`config.mk`:
```
export PLATFORM = sky130hd
export DESIGN_NAME = sysctl_regs
export DESIGN_NICKNAME = d
export VERILOG_FILES = /design/src/core/sysctl_pkg.sv /design/src/core/sysctl_regs.sv
export VERILOG_INCLUDE_DIRS = /design/src /design/src/core
export SDC_FILE = /design/constraint.sdc
export NUM_CORES = 1
export LEC_CHECK = 0
export ABC_CLOCK_PERIOD_IN_PS = 4100
export BUFFER_PORTS_ARGS = -buffer_cell sky130_fd_sc_hd__buf_2
export CAP_MARGIN = 25
export CORE_MARGIN = 2
export CORE_UTILIZATION = 24
export DETAILED_ROUTE_END_ITERATION = 16
export HOLD_SLACK_MARGIN = 0.1
export SLEW_MARGIN = 15
export SYNTH_ARGS = -nofsm -noshare
export SYNTH_HDL_FRONTEND = slang
export SYNTH_SLANG_ARGS = --single-unit
```
`constraint.sdc`:
```
create_clock -name clk -period 4.1 [get_ports clk]
set_clock_uncertainty 0.2 [all_clocks]
set_input_delay 1.025 -clock clk [delete_from_list [all_inputs] [get_ports clk]]
set_output_delay 1.025 -clock clk [all_outputs]
set_load 0.05 [all_outputs]
```
`src/core/sysctl_cfg.svh`:
```
/*
 * Register offsets, field positions, reset values and timing counts of the
 * system control register slice.
 * Assumes a 10 MHz system clock and a plain address/strobe register port.
 */
`ifndef SYSCTL_CFG_SVH
`define SYSCTL_CFG_SVH

`define SYSCTL_ADDR_W          8
`define SYSCTL_DATA_W          16
`define SYSCTL_OFS_CTRL_ONE    8'h03
`define SYSCTL_OFS_CTRL_TWO    8'h04
`define SYSCTL_OFS_STATUS      8'h40

`define SYSCTL_B_MEM_VALID     5
`define SYSCTL_B_CONFIGURED    4
`define SYSCTL_B_ON_DEB        3
`define SYSCTL_B_ON_PIN_POLARITY        1
`define SYSCTL_B_INTERRUPT_PIN_POLARITY       0

`define SYSCTL_B_SUSP_LOW      15
`define SYSCTL_B_SUSPEND       14
`define SYSCTL_B_ROLE          13
`define SYSCTL_B_HOST_SUPPLY   12
`define SYSCTL_B_HOST_CURR     11
`define SYSCTL_B_LIMIT_BYPASS  10
`define SYSCTL_B_DEV_CURR      9
`define SYSCTL_B_WDOG_HIB      7

`define SYSCTL_ON_PIN_POLARITY_RST      1'b1
`define SYSCTL_INTERRUPT_PIN_POLARITY_RST     1'b0

`define SYSCTL_CLK_HZ          10000000
`define SYSCTL_DEB_LONG_S      10
`define SYSCTL_DEB_SHORT_S     5
`define SYSCTL_DEB_LONG_CYC    (`SYSCTL_DEB_LONG_S * `SYSCTL_CLK_HZ)
`define SYSCTL_DEB_SHORT_CYC   (`SYSCTL_DEB_SHORT_S * `SYSCTL_CLK_HZ)

`endif

```
`src/core/sysctl_pkg.sv`:
```
/*
 * Types shared by the system control register slice.
 * Assumes sysctl_cfg.svh is on the include path.
 */
package sysctl_pkg;

    typedef enum logic [1:0] {
        SYSCTL_ON_IDLE,
        SYSCTL_ON_COUNT,
        SYSCTL_ON_FIRED
    } sysctl_on_e;

    typedef struct packed {
        logic        mem_valid;
        logic        configured;
        logic        on_debounce_select;
        logic        on_pin_polarity;
        logic        interrupt_pin_polarity;
        logic        usb_suspend_low_current;
        logic        usb_suspend;
        logic        usb_role_select;
        logic        usb_host_supply_select;
        logic        usb_host_current_select;
        logic        usb_limit_bypass;
        logic        usb_device_current_select;
        logic        watchdog_in_hibernate;
        logic [15:0] rdata;
        sysctl_on_e  on_state;
        logic [29:0] on_count;
        logic        on_shutdown;
        logic        irq_pin;
        logic        usb_switch_open;
        logic        usb_low_current;
        logic        usb_host_mode;
        logic        usb_host_from_line;
        logic        usb_500ma;
        logic        usb_no_limit;
        logic        watchdog_hib_enable;
    } sysctl_state_s;

endpackage

```
`src/core/sysctl_regs.sv`:
```
/*
 * System control register slice: the memory-valid and configured flags, ON
 * pin debounce and polarity, IRQ pin polarity, and the USB supply controls.
 * Assumes the register port, state machine events and pins are synchronous to
 * clk, and that the security key state arrives as a level from elsewhere.
 */
// How it works
// - Memory-valid flag clears at startup and on state-machine memory reset.
// - In hibernate, memory-valid clears only if the memory reset pin is asserted.
// - Spare configured flag at bit 4, no effect, cleared only by power-on.
// - ON shutdown debounce is 10 s when select is zero, 5 s when one.
// - ON pin active high when polarity is zero, low when one; default one.
// - IRQ pin active low when polarity is zero (default), high when one.
// - Debounce and ON polarity writes need key unlocked; polarity resets by machine.
// - Bit 15 set places USB in low-current suspend.
// - Bit 14 set opens the USB power switch.
// - Suspend bits and device current clear on reset, undervoltage, failed boot.
// - Bit 13 selects role, one is host; clears on host-to-device change.
// - Bit 12 picks host supply: zero converter, one line; machine reset.
// - Bit 11 sets host current 100 mA or 500 mA; machine reset.
// - Bit 10 set removes USB current limit; clear limits as configured.
// - Bit 9 sets device current 100 mA or 500 mA; machine reset.
// - Bit 7 keeps watchdog running in hibernate; clear disables it there.
// - Memory-valid flag sits at bit 5 of the first control word.
`timescale 1ns/1ps
`include "sysctl_cfg.svh"

module sysctl_regs
    import sysctl_pkg::*;
#(
    parameter int unsigned DEB_LONG_CYC  = `SYSCTL_DEB_LONG_CYC,
    parameter int unsigned DEB_SHORT_CYC = `SYSCTL_DEB_SHORT_CYC
) (
    // Clock and reset.
    input  wire logic        clk,
    input  wire logic        sys_rst,
    // Register port.
    input  wire logic [7:0]  addr,
    input  wire logic [15:0] wdata,
    input  wire logic        wr_stb,
    input  wire logic        rd_stb,
    output logic      [15:0] rdata,
    // Events from the main and USB state machines.
    input  wire logic        sm_reset,
    input  wire logic        mem_reset_assert,
    input  wire logic        hibernate,
    input  wire logic        mem_reset_pin_hibernate_state,
    input  wire logic        line_uvlo,
    input  wire logic        boot_hyst_fail,
    input  wire logic        usb_host_to_device,
    input  wire logic        key_unlocked,
    // Pins and internal requests.
    input  wire logic        on_pin,
    input  wire logic        irq_request,
    output logic             irq_pin,
    output logic             on_shutdown,
    // USB switch and watchdog controls.
    output logic             usb_switch_open,
    output logic             usb_low_current,
    output logic             usb_host_mode,
    output logic             usb_host_from_line,
    output logic             usb_500ma,
    output logic             usb_no_limit,
    output logic             watchdog_hib_enable
);

    sysctl_state_s st_ff;
    sysctl_state_s nxt_st;

    function automatic logic hit(input logic [7:0] a, input logic [7:0] ofs);
        hit = (a == ofs);
    endfunction

    logic        on_active;
    logic [29:0] deb_limit;
    logic        wr_one;
    logic        wr_two;

    assign on_active = on_pin ^ st_ff.on_pin_polarity;
    assign deb_limit = st_ff.on_debounce_select ? 30'(DEB_SHORT_CYC)
                                                : 30'(DEB_LONG_CYC);
    assign wr_one    = wr_stb && hit(addr, `SYSCTL_OFS_CTRL_ONE);
    assign wr_two    = wr_stb && hit(addr, `SYSCTL_OFS_CTRL_TWO);

    always_comb begin
        nxt_st = st_ff;

        // Software writes land first so hardware clears below take priority.
        if (wr_one) begin
            nxt_st.mem_valid  = wdata[`SYSCTL_B_MEM_VALID];
            nxt_st.configured = wdata[`SYSCTL_B_CONFIGURED];
            nxt_st.interrupt_pin_polarity = wdata[`SYSCTL_B_INTERRUPT_PIN_POLARITY];
            if (key_unlocked) begin
                nxt_st.on_debounce_select = wdata[`SYSCTL_B_ON_DEB];
                nxt_st.on_pin_polarity    = wdata[`SYSCTL_B_ON_PIN_POLARITY];
            end
        end
        if (wr_two) begin
            nxt_st.usb_suspend_low_current   = wdata[`SYSCTL_B_SUSP_LOW];
            nxt_st.usb_suspend               = wdata[`SYSCTL_B_SUSPEND];
            nxt_st.usb_role_select           = wdata[`SYSCTL_B_ROLE];
            nxt_st.usb_host_supply_select    = wdata[`SYSCTL_B_HOST_SUPPLY];
            nxt_st.usb_host_current_select   = wdata[`SYSCTL_B_HOST_CURR];
            nxt_st.usb_limit_bypass          = wdata[`SYSCTL_B_LIMIT_BYPASS];
            nxt_st.usb_device_current_select = wdata[`SYSCTL_B_DEV_CURR];
            nxt_st.watchdog_in_hibernate     = wdata[`SYSCTL_B_WDOG_HIB];
        end

        // In hibernate the memory reset pin follows its hibernate setting.
        if (hibernate ? !mem_reset_pin_hibernate_state : mem_reset_assert) begin
            nxt_st.mem_valid = 1'b0;
        end
        if (sm_reset) begin
            nxt_st.mem_valid                 = 1'b0;
            nxt_st.on_pin_polarity           = `SYSCTL_ON_PIN_POLARITY_RST;
            nxt_st.interrupt_pin_polarity    = `SYSCTL_INTERRUPT_PIN_POLARITY_RST;
            nxt_st.usb_role_select           = 1'b0;
            nxt_st.usb_host_supply_select    = 1'b0;
            nxt_st.usb_host_current_select   = 1'b0;
            nxt_st.usb_device_current_select = 1'b0;
        end
        if (sm_reset || line_uvlo || boot_hyst_fail) begin
            nxt_st.usb_suspend_low_current   = 1'b0;
            nxt_st.usb_suspend               = 1'b0;
            nxt_st.usb_device_current_select = 1'b0;
        end
        if (usb_host_to_device) begin
            nxt_st.usb_role_select = 1'b0;
        end

        nxt_st.rdata = 16'h0000;
        if (rd_stb && hit(addr, `SYSCTL_OFS_CTRL_ONE)) begin
            nxt_st.rdata[`SYSCTL_B_MEM_VALID]  = st_ff.mem_valid;
            nxt_st.rdata[`SYSCTL_B_CONFIGURED] = st_ff.configured;
            nxt_st.rdata[`SYSCTL_B_ON_DEB]     = st_ff.on_debounce_select;
            nxt_st.rdata[`SYSCTL_B_ON_PIN_POLARITY]     = st_ff.on_pin_polarity;
            nxt_st.rdata[`SYSCTL_B_INTERRUPT_PIN_POLARITY]    = st_ff.interrupt_pin_polarity;
        end else if (rd_stb && hit(addr, `SYSCTL_OFS_CTRL_TWO)) begin
            nxt_st.rdata[`SYSCTL_B_SUSP_LOW]     = st_ff.usb_suspend_low_current;
            nxt_st.rdata[`SYSCTL_B_SUSPEND]      = st_ff.usb_suspend;
            nxt_st.rdata[`SYSCTL_B_ROLE]         = st_ff.usb_role_select;
            nxt_st.rdata[`SYSCTL_B_HOST_SUPPLY]  = st_ff.usb_host_supply_select;
            nxt_st.rdata[`SYSCTL_B_HOST_CURR]    = st_ff.usb_host_current_select;
            nxt_st.rdata[`SYSCTL_B_LIMIT_BYPASS] = st_ff.usb_limit_bypass;
            nxt_st.rdata[`SYSCTL_B_DEV_CURR]     = st_ff.usb_device_current_select;
            nxt_st.rdata[`SYSCTL_B_WDOG_HIB]     = st_ff.watchdog_in_hibernate;
        end else if (rd_stb && hit(addr, `SYSCTL_OFS_STATUS)) begin
            nxt_st.rdata[0] = st_ff.on_shutdown;
            nxt_st.rdata[1] = on_active;
        end

        // The shutdown request stays high while the pin stays active.
        case (st_ff.on_state)
            SYSCTL_ON_IDLE: begin
                nxt_st.on_count    = 30'h0;
                nxt_st.on_shutdown = 1'b0;
                if (on_active) begin
                    nxt_st.on_state = SYSCTL_ON_COUNT;
                end
            end
            SYSCTL_ON_COUNT: begin
                if (!on_active) begin
                    nxt_st.on_state = SYSCTL_ON_IDLE;
                end else if (st_ff.on_count + 30'h1 >= deb_limit) begin
                    nxt_st.on_state    = SYSCTL_ON_FIRED;
                    nxt_st.on_shutdown = 1'b1;
                end else begin
                    nxt_st.on_count = st_ff.on_count + 30'h1;
                end
            end
            SYSCTL_ON_FIRED: begin
                if (!on_active) begin
                    nxt_st.on_state    = SYSCTL_ON_IDLE;
                    nxt_st.on_shutdown = 1'b0;
                end
            end
            default: begin
                nxt_st.on_state = SYSCTL_ON_IDLE;
            end
        endcase

        nxt_st.irq_pin             = irq_request ^ !st_ff.interrupt_pin_polarity;
        nxt_st.usb_low_current     = st_ff.usb_suspend_low_current;
        nxt_st.usb_switch_open     = st_ff.usb_suspend;
        nxt_st.usb_host_mode       = st_ff.usb_role_select;
        nxt_st.usb_host_from_line  = st_ff.usb_host_supply_select;
        nxt_st.usb_500ma           = st_ff.usb_role_select
                                     ? st_ff.usb_host_current_select
                                     : st_ff.usb_device_current_select;
        nxt_st.usb_no_limit        = st_ff.usb_limit_bypass;
        nxt_st.watchdog_hib_enable = st_ff.watchdog_in_hibernate;
    end

    always_ff @(posedge clk or posedge sys_rst) begin
        if (sys_rst) begin
            st_ff                        <= '0;
            st_ff.on_pin_polarity        <= `SYSCTL_ON_PIN_POLARITY_RST;
            st_ff.interrupt_pin_polarity <= `SYSCTL_INTERRUPT_PIN_POLARITY_RST;
            st_ff.irq_pin                <= 1'b1;
            st_ff.on_state               <= SYSCTL_ON_IDLE;
        end else begin
            st_ff <= nxt_st;
        end
    end

    assign rdata               = st_ff.rdata;
    assign irq_pin             = st_ff.irq_pin;
    assign on_shutdown         = st_ff.on_shutdown;
    assign usb_switch_open     = st_ff.usb_switch_open;
    assign usb_low_current     = st_ff.usb_low_current;
    assign usb_host_mode       = st_ff.usb_host_mode;
    assign usb_host_from_line  = st_ff.usb_host_from_line;
    assign usb_500ma           = st_ff.usb_500ma;
    assign usb_no_limit        = st_ff.usb_no_limit;
    assign watchdog_hib_enable = st_ff.watchdog_hib_enable;

endmodule

```
## Word-level counts from Yosys, hierarchy flattened

Cells that the tools add are included.

| storage, ports and cells | value |
|---|---|
| register bits after elaboration | 67 |
| bits of input ports | 38 |
| word-level logic and storage cells | 97 |

| operators by class | value |
|---|---|
| bitwise gates (word level) | 2 |
| reduce and logical (&&, ||, !) cells | 24 |
| equality and inequality tests | 11 |
| order comparisons | 1 |
| add/sub/neg operators | 1 |
| muxes and demuxes | 33 |

Operators by type and width:

| kind | number |
|---|---|
| one-hot mux 30 bit (2 select lines) | 1 |
| 2-to-1 mux 31 bit | 1 |
| adder 30 x 1 -> 30 bit, second input constant | 1 |
| >= comparator 30 x 27 -> 1 bit | 1 |
| 2-to-1 mux 30 bit | 1 |
| 2-to-1 mux 27 bit | 1 |
| 2-to-1 mux 2 bit | 10 |
| 2-to-1 mux 7 bit | 2 |
| nonzero test 3 bit | 4 |
| 2-to-1 mux 1 bit | 11 |
| != test 2 bit, second input constant | 5 |
| nonzero test 2 bit | 5 |
| == test 8 x 2 -> 1 bit, second input constant | 1 |
| == test 8 x 3 -> 1 bit, second input constant | 1 |
| == test 8 x 7 -> 1 bit, second input constant | 1 |
| 2-to-1 mux 8 bit | 1 |
| 2-to-1 mux 3 bit | 2 |
| one-hot mux 2 bit (3 select lines) | 1 |
| AND reduction 3 bit | 2 |
| logical AND 1 bit | 5 |
| 2-to-1 mux 5 bit | 1 |
| AND reduction 2 bit | 2 |
| AND reduction 4 bit | 1 |
| != test 3 bit, second input constant | 1 |
| 7 further kinds | 10 |

## Depth between registers and ports, before layout

| logic depth | value |
|---|---|
| word-level depth | 5 |
| mapped depth | 16 |
| mapped depth without buffers | 15 |

## Least setup slack after synthesis

Ideal clock, no wire load.

| timing | value |
|---|---|
| path type | reg-to-reg |
| start point | register st_ff[9] (netlist bit) |
| end point | register st_ff[10] (netlist bit) |
| arrival time | 3.730 ns |
| buffers on the path | 1 |
| stages on the path, launching flop included | 15 |
| required time | 3.779 ns |
| period minus slack after synthesis | 4.051 ns |
| setup slack | 0.049 ns |
| library setup time | 0.121 ns |
| cell sequence | dfrtp_1 ha_1 nand3_1 nor4_1 and3_1 and3_1 nand3_1 xnor2_1 ha_1 a2111oi_4 o21ai_2 a311oi_4 o21bai_4 buf_6 a22o_1 |

| between the ends | value |
|---|---|
| cells in the longest elaborated chain, start to end | 4 |
| elaborated cells on any way between the ends | 7 |
| those cells by class | add/sub: 1; order compare: 1; eq/ne: 1; mux: 3; reduce/logical: 1 |

Ends and longest elaborated chain:

| element | RTL line | RTL |
|---|---|---|
| start, declared | sysctl_regs.sv:67 | `sysctl_state_s st_ff;` |
| start signal, assigned | sysctl_regs.sv:202 | `st_ff <= nxt_st;` |
| adder 30 x 1 -> 30 bit * | sysctl_regs.sv:164, sysctl_regs.sv:168 |  |
| >= comparator 30 x 27 -> 1 bit / 2-to-1 mux 30 bit (equally long branches) | sysctl_regs.sv:164 | `end else if (st_ff.on_count + 30'h1 >= deb_limit) begin` |
| != test 2 bit (no source line) / 2-to-1 mux 31 bit (equally long branches) | - |  |
| AND reduction 3 bit (no source line) / one-hot mux 30 bit (2 select lines) (equally long branches) | - |  |

Every way passes the cells marked *; elsewhere a longest branch is shown, timed or not. The select of a mux whose other input is x is not followed.
A chain may end at the register's enable or synchronous reset.

## Final worst setup path

| timing | value |
|---|---|
| start point | register st_ff[10] (netlist bit) |
| end point | register st_ff[23] (netlist bit) |

Same word-level chain as after synthesis.

==> metrics.txt <==
top cells by area, synth=dfrtp_1 40%, ha_1 3.7%, nand2_1 3.6%, buf_4 3.3%, xnor2_1 3.0%; Tcrit/Tclk final=96.1%; H-tree depth=3; Post-Route Utilization=30.5%; Nets=533; crit start category=register; commonest non-fill, non-tap cell in the layout=dfrtp_1; share of post-route cells with drive strength above 1=31.6%; Setup TNS Final=0 ns; GRT Total Usage=11.2%; share of async-settable or async-resettable flops after synthesis=100%; Comb pwr share=8.8%; Routed WL=9930 um; number of synthesized flops with an enable pin=0; kind of critical path=reg -> reg; initial antenna violation count=0; Synth Area in Compound Gates=17.7%; Worst-Margin Slew=0.795 ns; Pint=1.21 mW; Top reg by flops=st_ff; Die Area=0.0181 mm^2; first-pass GRT wire length=16200 um; Slew Viols, Final=0; CTS tree=built; Final setup viols=0; crit path max fanout=5; Final ANT Viol Nets=0; Worst path slowest cell=or4_1; wire per inst=14.0 um; Root Buffer=clkbuf_16; grt ovf=0; Max-slew headroom=46.9%; crit-path cells=ha_1 > nand3_2 > nor4_4 > buf_4 > or2b_1 > nand2_1 > ha_1 > and4_1 > o21ai_1 > or4_1 > o221a_2 > o311ai_4 > buf_4 > buf_4 > a21oi_1 > a21o_1; DRC Markers=0; die width=135 um; Max IR drop VDD=0.000146 V; P_leak=2.57 nW; MaxCap Viol Count=0; Final Instance Area=0.00508 mm^2; TritonRoute pass-1 iters=4; highest-count cells in the layout ignoring fill and taps=63 x dfrtp_1, 57 x buf_2, 39 x nand2_1; vias per cell=4.75; vias in the first global route=3293; CTS sink cnt=67; Placer Congestion=0.805; clk_lat worst skew=0.33 ns; status=completed; #FFs+latches synth=67; Die H=135 um; Yosys cell types=73; Fill cells=1691; adder-cell share of the synthesized area=3.67%; largest net degree at the start of global routing=40; Area growth syn-to-layout=24.2%; core region area=0.0166 mm^2; main flop type after synthesis=dfrtp_1; vias post-DR=3362; clock buffer depth=2; # IOs=63; f_max=254 MHz; power density cells=319 mW/mm^2; Cell Area, Synth=0.00409 mm^2; Crit path arrival time=3.97 ns; cell taking the most area after synthesis=dfrtp_1; Post-Synth Simple-Gate Area=23.5%; Worst Hold Slack=0.196 ns; area share of the largest cell type after synthesis=39.7%; Synth Area in XOR/XNOR=3.64%; switching share of power=25.6%; CP dominant cell by count=buf_4; final count of hold timing violations=0; antenna cells=0; Detailed Place HPWL=7400 um; DP Area=0.00464 mm^2; Clock transition at path regs=0.06 ns; Largest register FFs=39; Post-Syn Instances=409; post-synthesis mux area share=4.34%; Hold Crit Class=reg -> reg; final setup margin=0.160 ns; warnings from Yosys=0; Setup Slack @ Placement=-0.00523 ns; sequential element share of the synthesized area=41.0%; switching power=0.415 mW; IO Port Bufs=56; CP Capture Type=register; power share of the clock group=49.6%; Worst Path Required=4.13 ns; largest family of logic cells by synthesized area=simple AND/OR/NAND/NOR gates; Final Critical Period=3.94 ns; syn avg cell area=10.0 um^2; CTS buffer count=9; Initial Util=24.6%; Initial DRC Count=222; FP Rows=47; part of the power in registers=41.6%; CP peak stage delay=0.57 ns; CTS hold repair buffers=0
==> worst max-delay path: cells and delay by family, from the launching register on <==
kind / cells / cell delay [ns]
and+or+nand+nor: 6 / 1.53
buffers and inverters: 3 / 0.49
AOI/OAI and AO/OA: 5 / 0.85
DFF: 1 / 0.36
adders and majority gates: 2 / 0.38
==> cell usage after synthesis (3+ instances only) <==
library cell and instances:
dfrtp_1 65, nand2_1 39, nor2_1 25, a21oi_1 19, buf_4 18, a21o_1 16, and3_1 15, and2_1 14
xnor2_1 14, ha_1 12, nand3_1 12, mux2i_1 11, nor3_1 10, inv_1 8, nor4_1 7, o21ai_0 7
a211o_1 6, a22o_1 6, mux2_2 6, nand2b_1 6, nand4_1 6, buf_2 5, clkbuf_1 5, or2_2 5
or3_1 4, and4_1 3, nor3b_1 3, o31a_1 3, xor2_1 3
==> logic make-up after synthesis <==
family | after synthesis
buf+inv | 41
flops | 67
simple gates | 168
compound gates | 86
fa+ha+maj | 12
other cells | 1
xor+xnor | 17
mux | 17
==> worst paths after layout <==
check | cells after the start | startpoint | to | slack, ns
worst min-delay path | 0 | nxt_st[0] | watchdog_hib_enable | 0.20
max in group asynchronous | 3 | sys_rst | irq_pin | 2.13
worst max-delay path | 16 | st_ff[10] | st_ff[23] | 0.16
min in group asynchronous | 2 | sys_rst | rdata[9] | 0.64
worst min register to register | 0 | nxt_st[0] | watchdog_hib_enable | 0.20
worst max register to register | 16 | st_ff[10] | st_ff[23] | 0.16
==> cell type report <==
type                       instances  area, um^2  share of cell area, %
multi-input combinational        303        2210                   43.6
sequential                        67        1680                   33.1
timing repair buffer              93         569                   11.2
tap                              220         275                   5.41
clock buffer                       9         225                   4.43
clock inverter                     7        83.8                   1.65
inverter                           9        33.8                  0.665
==> metrics by stage <==
stage / power [mW] / cells
finish: 1.62 / 708
floorplan: 0.769 / 411
detailed placement: 0.817 / 681
CTS: 1.63 / 701
global route: 1.68 / 708
global placement: 0.815 / 681
==> power groups by stage <==
stage               logic, mW  registers, mW  clock network, mW
finish                  0.142          0.675              0.804
global placement        0.128          0.687                  0
global route            0.157          0.676              0.851
detailed placement      0.130          0.687                  0
CTS                     0.135          0.675              0.815
floorplan              0.0737          0.695                  0
==> routing by layer <==
layer / vias up / track usage, % / share of wire, %
met3: 8 / 2.21 / 5.1
met2: 85 / 18.5 / 47
met5: - / 0 / 0
met1: 1656 / 14.8 / 47
met4: 0 / 3.33 / 0.62
li1: 1613 / - / -
==> what timing repair did <==
action                     CTS  global route
resized for setup            0             9
setup buffers                4             6
pin swaps                    2             3
setup endpoints to repair   11            33
hold endpoints to repair     0             0
(Power assumes the default switching activity.)
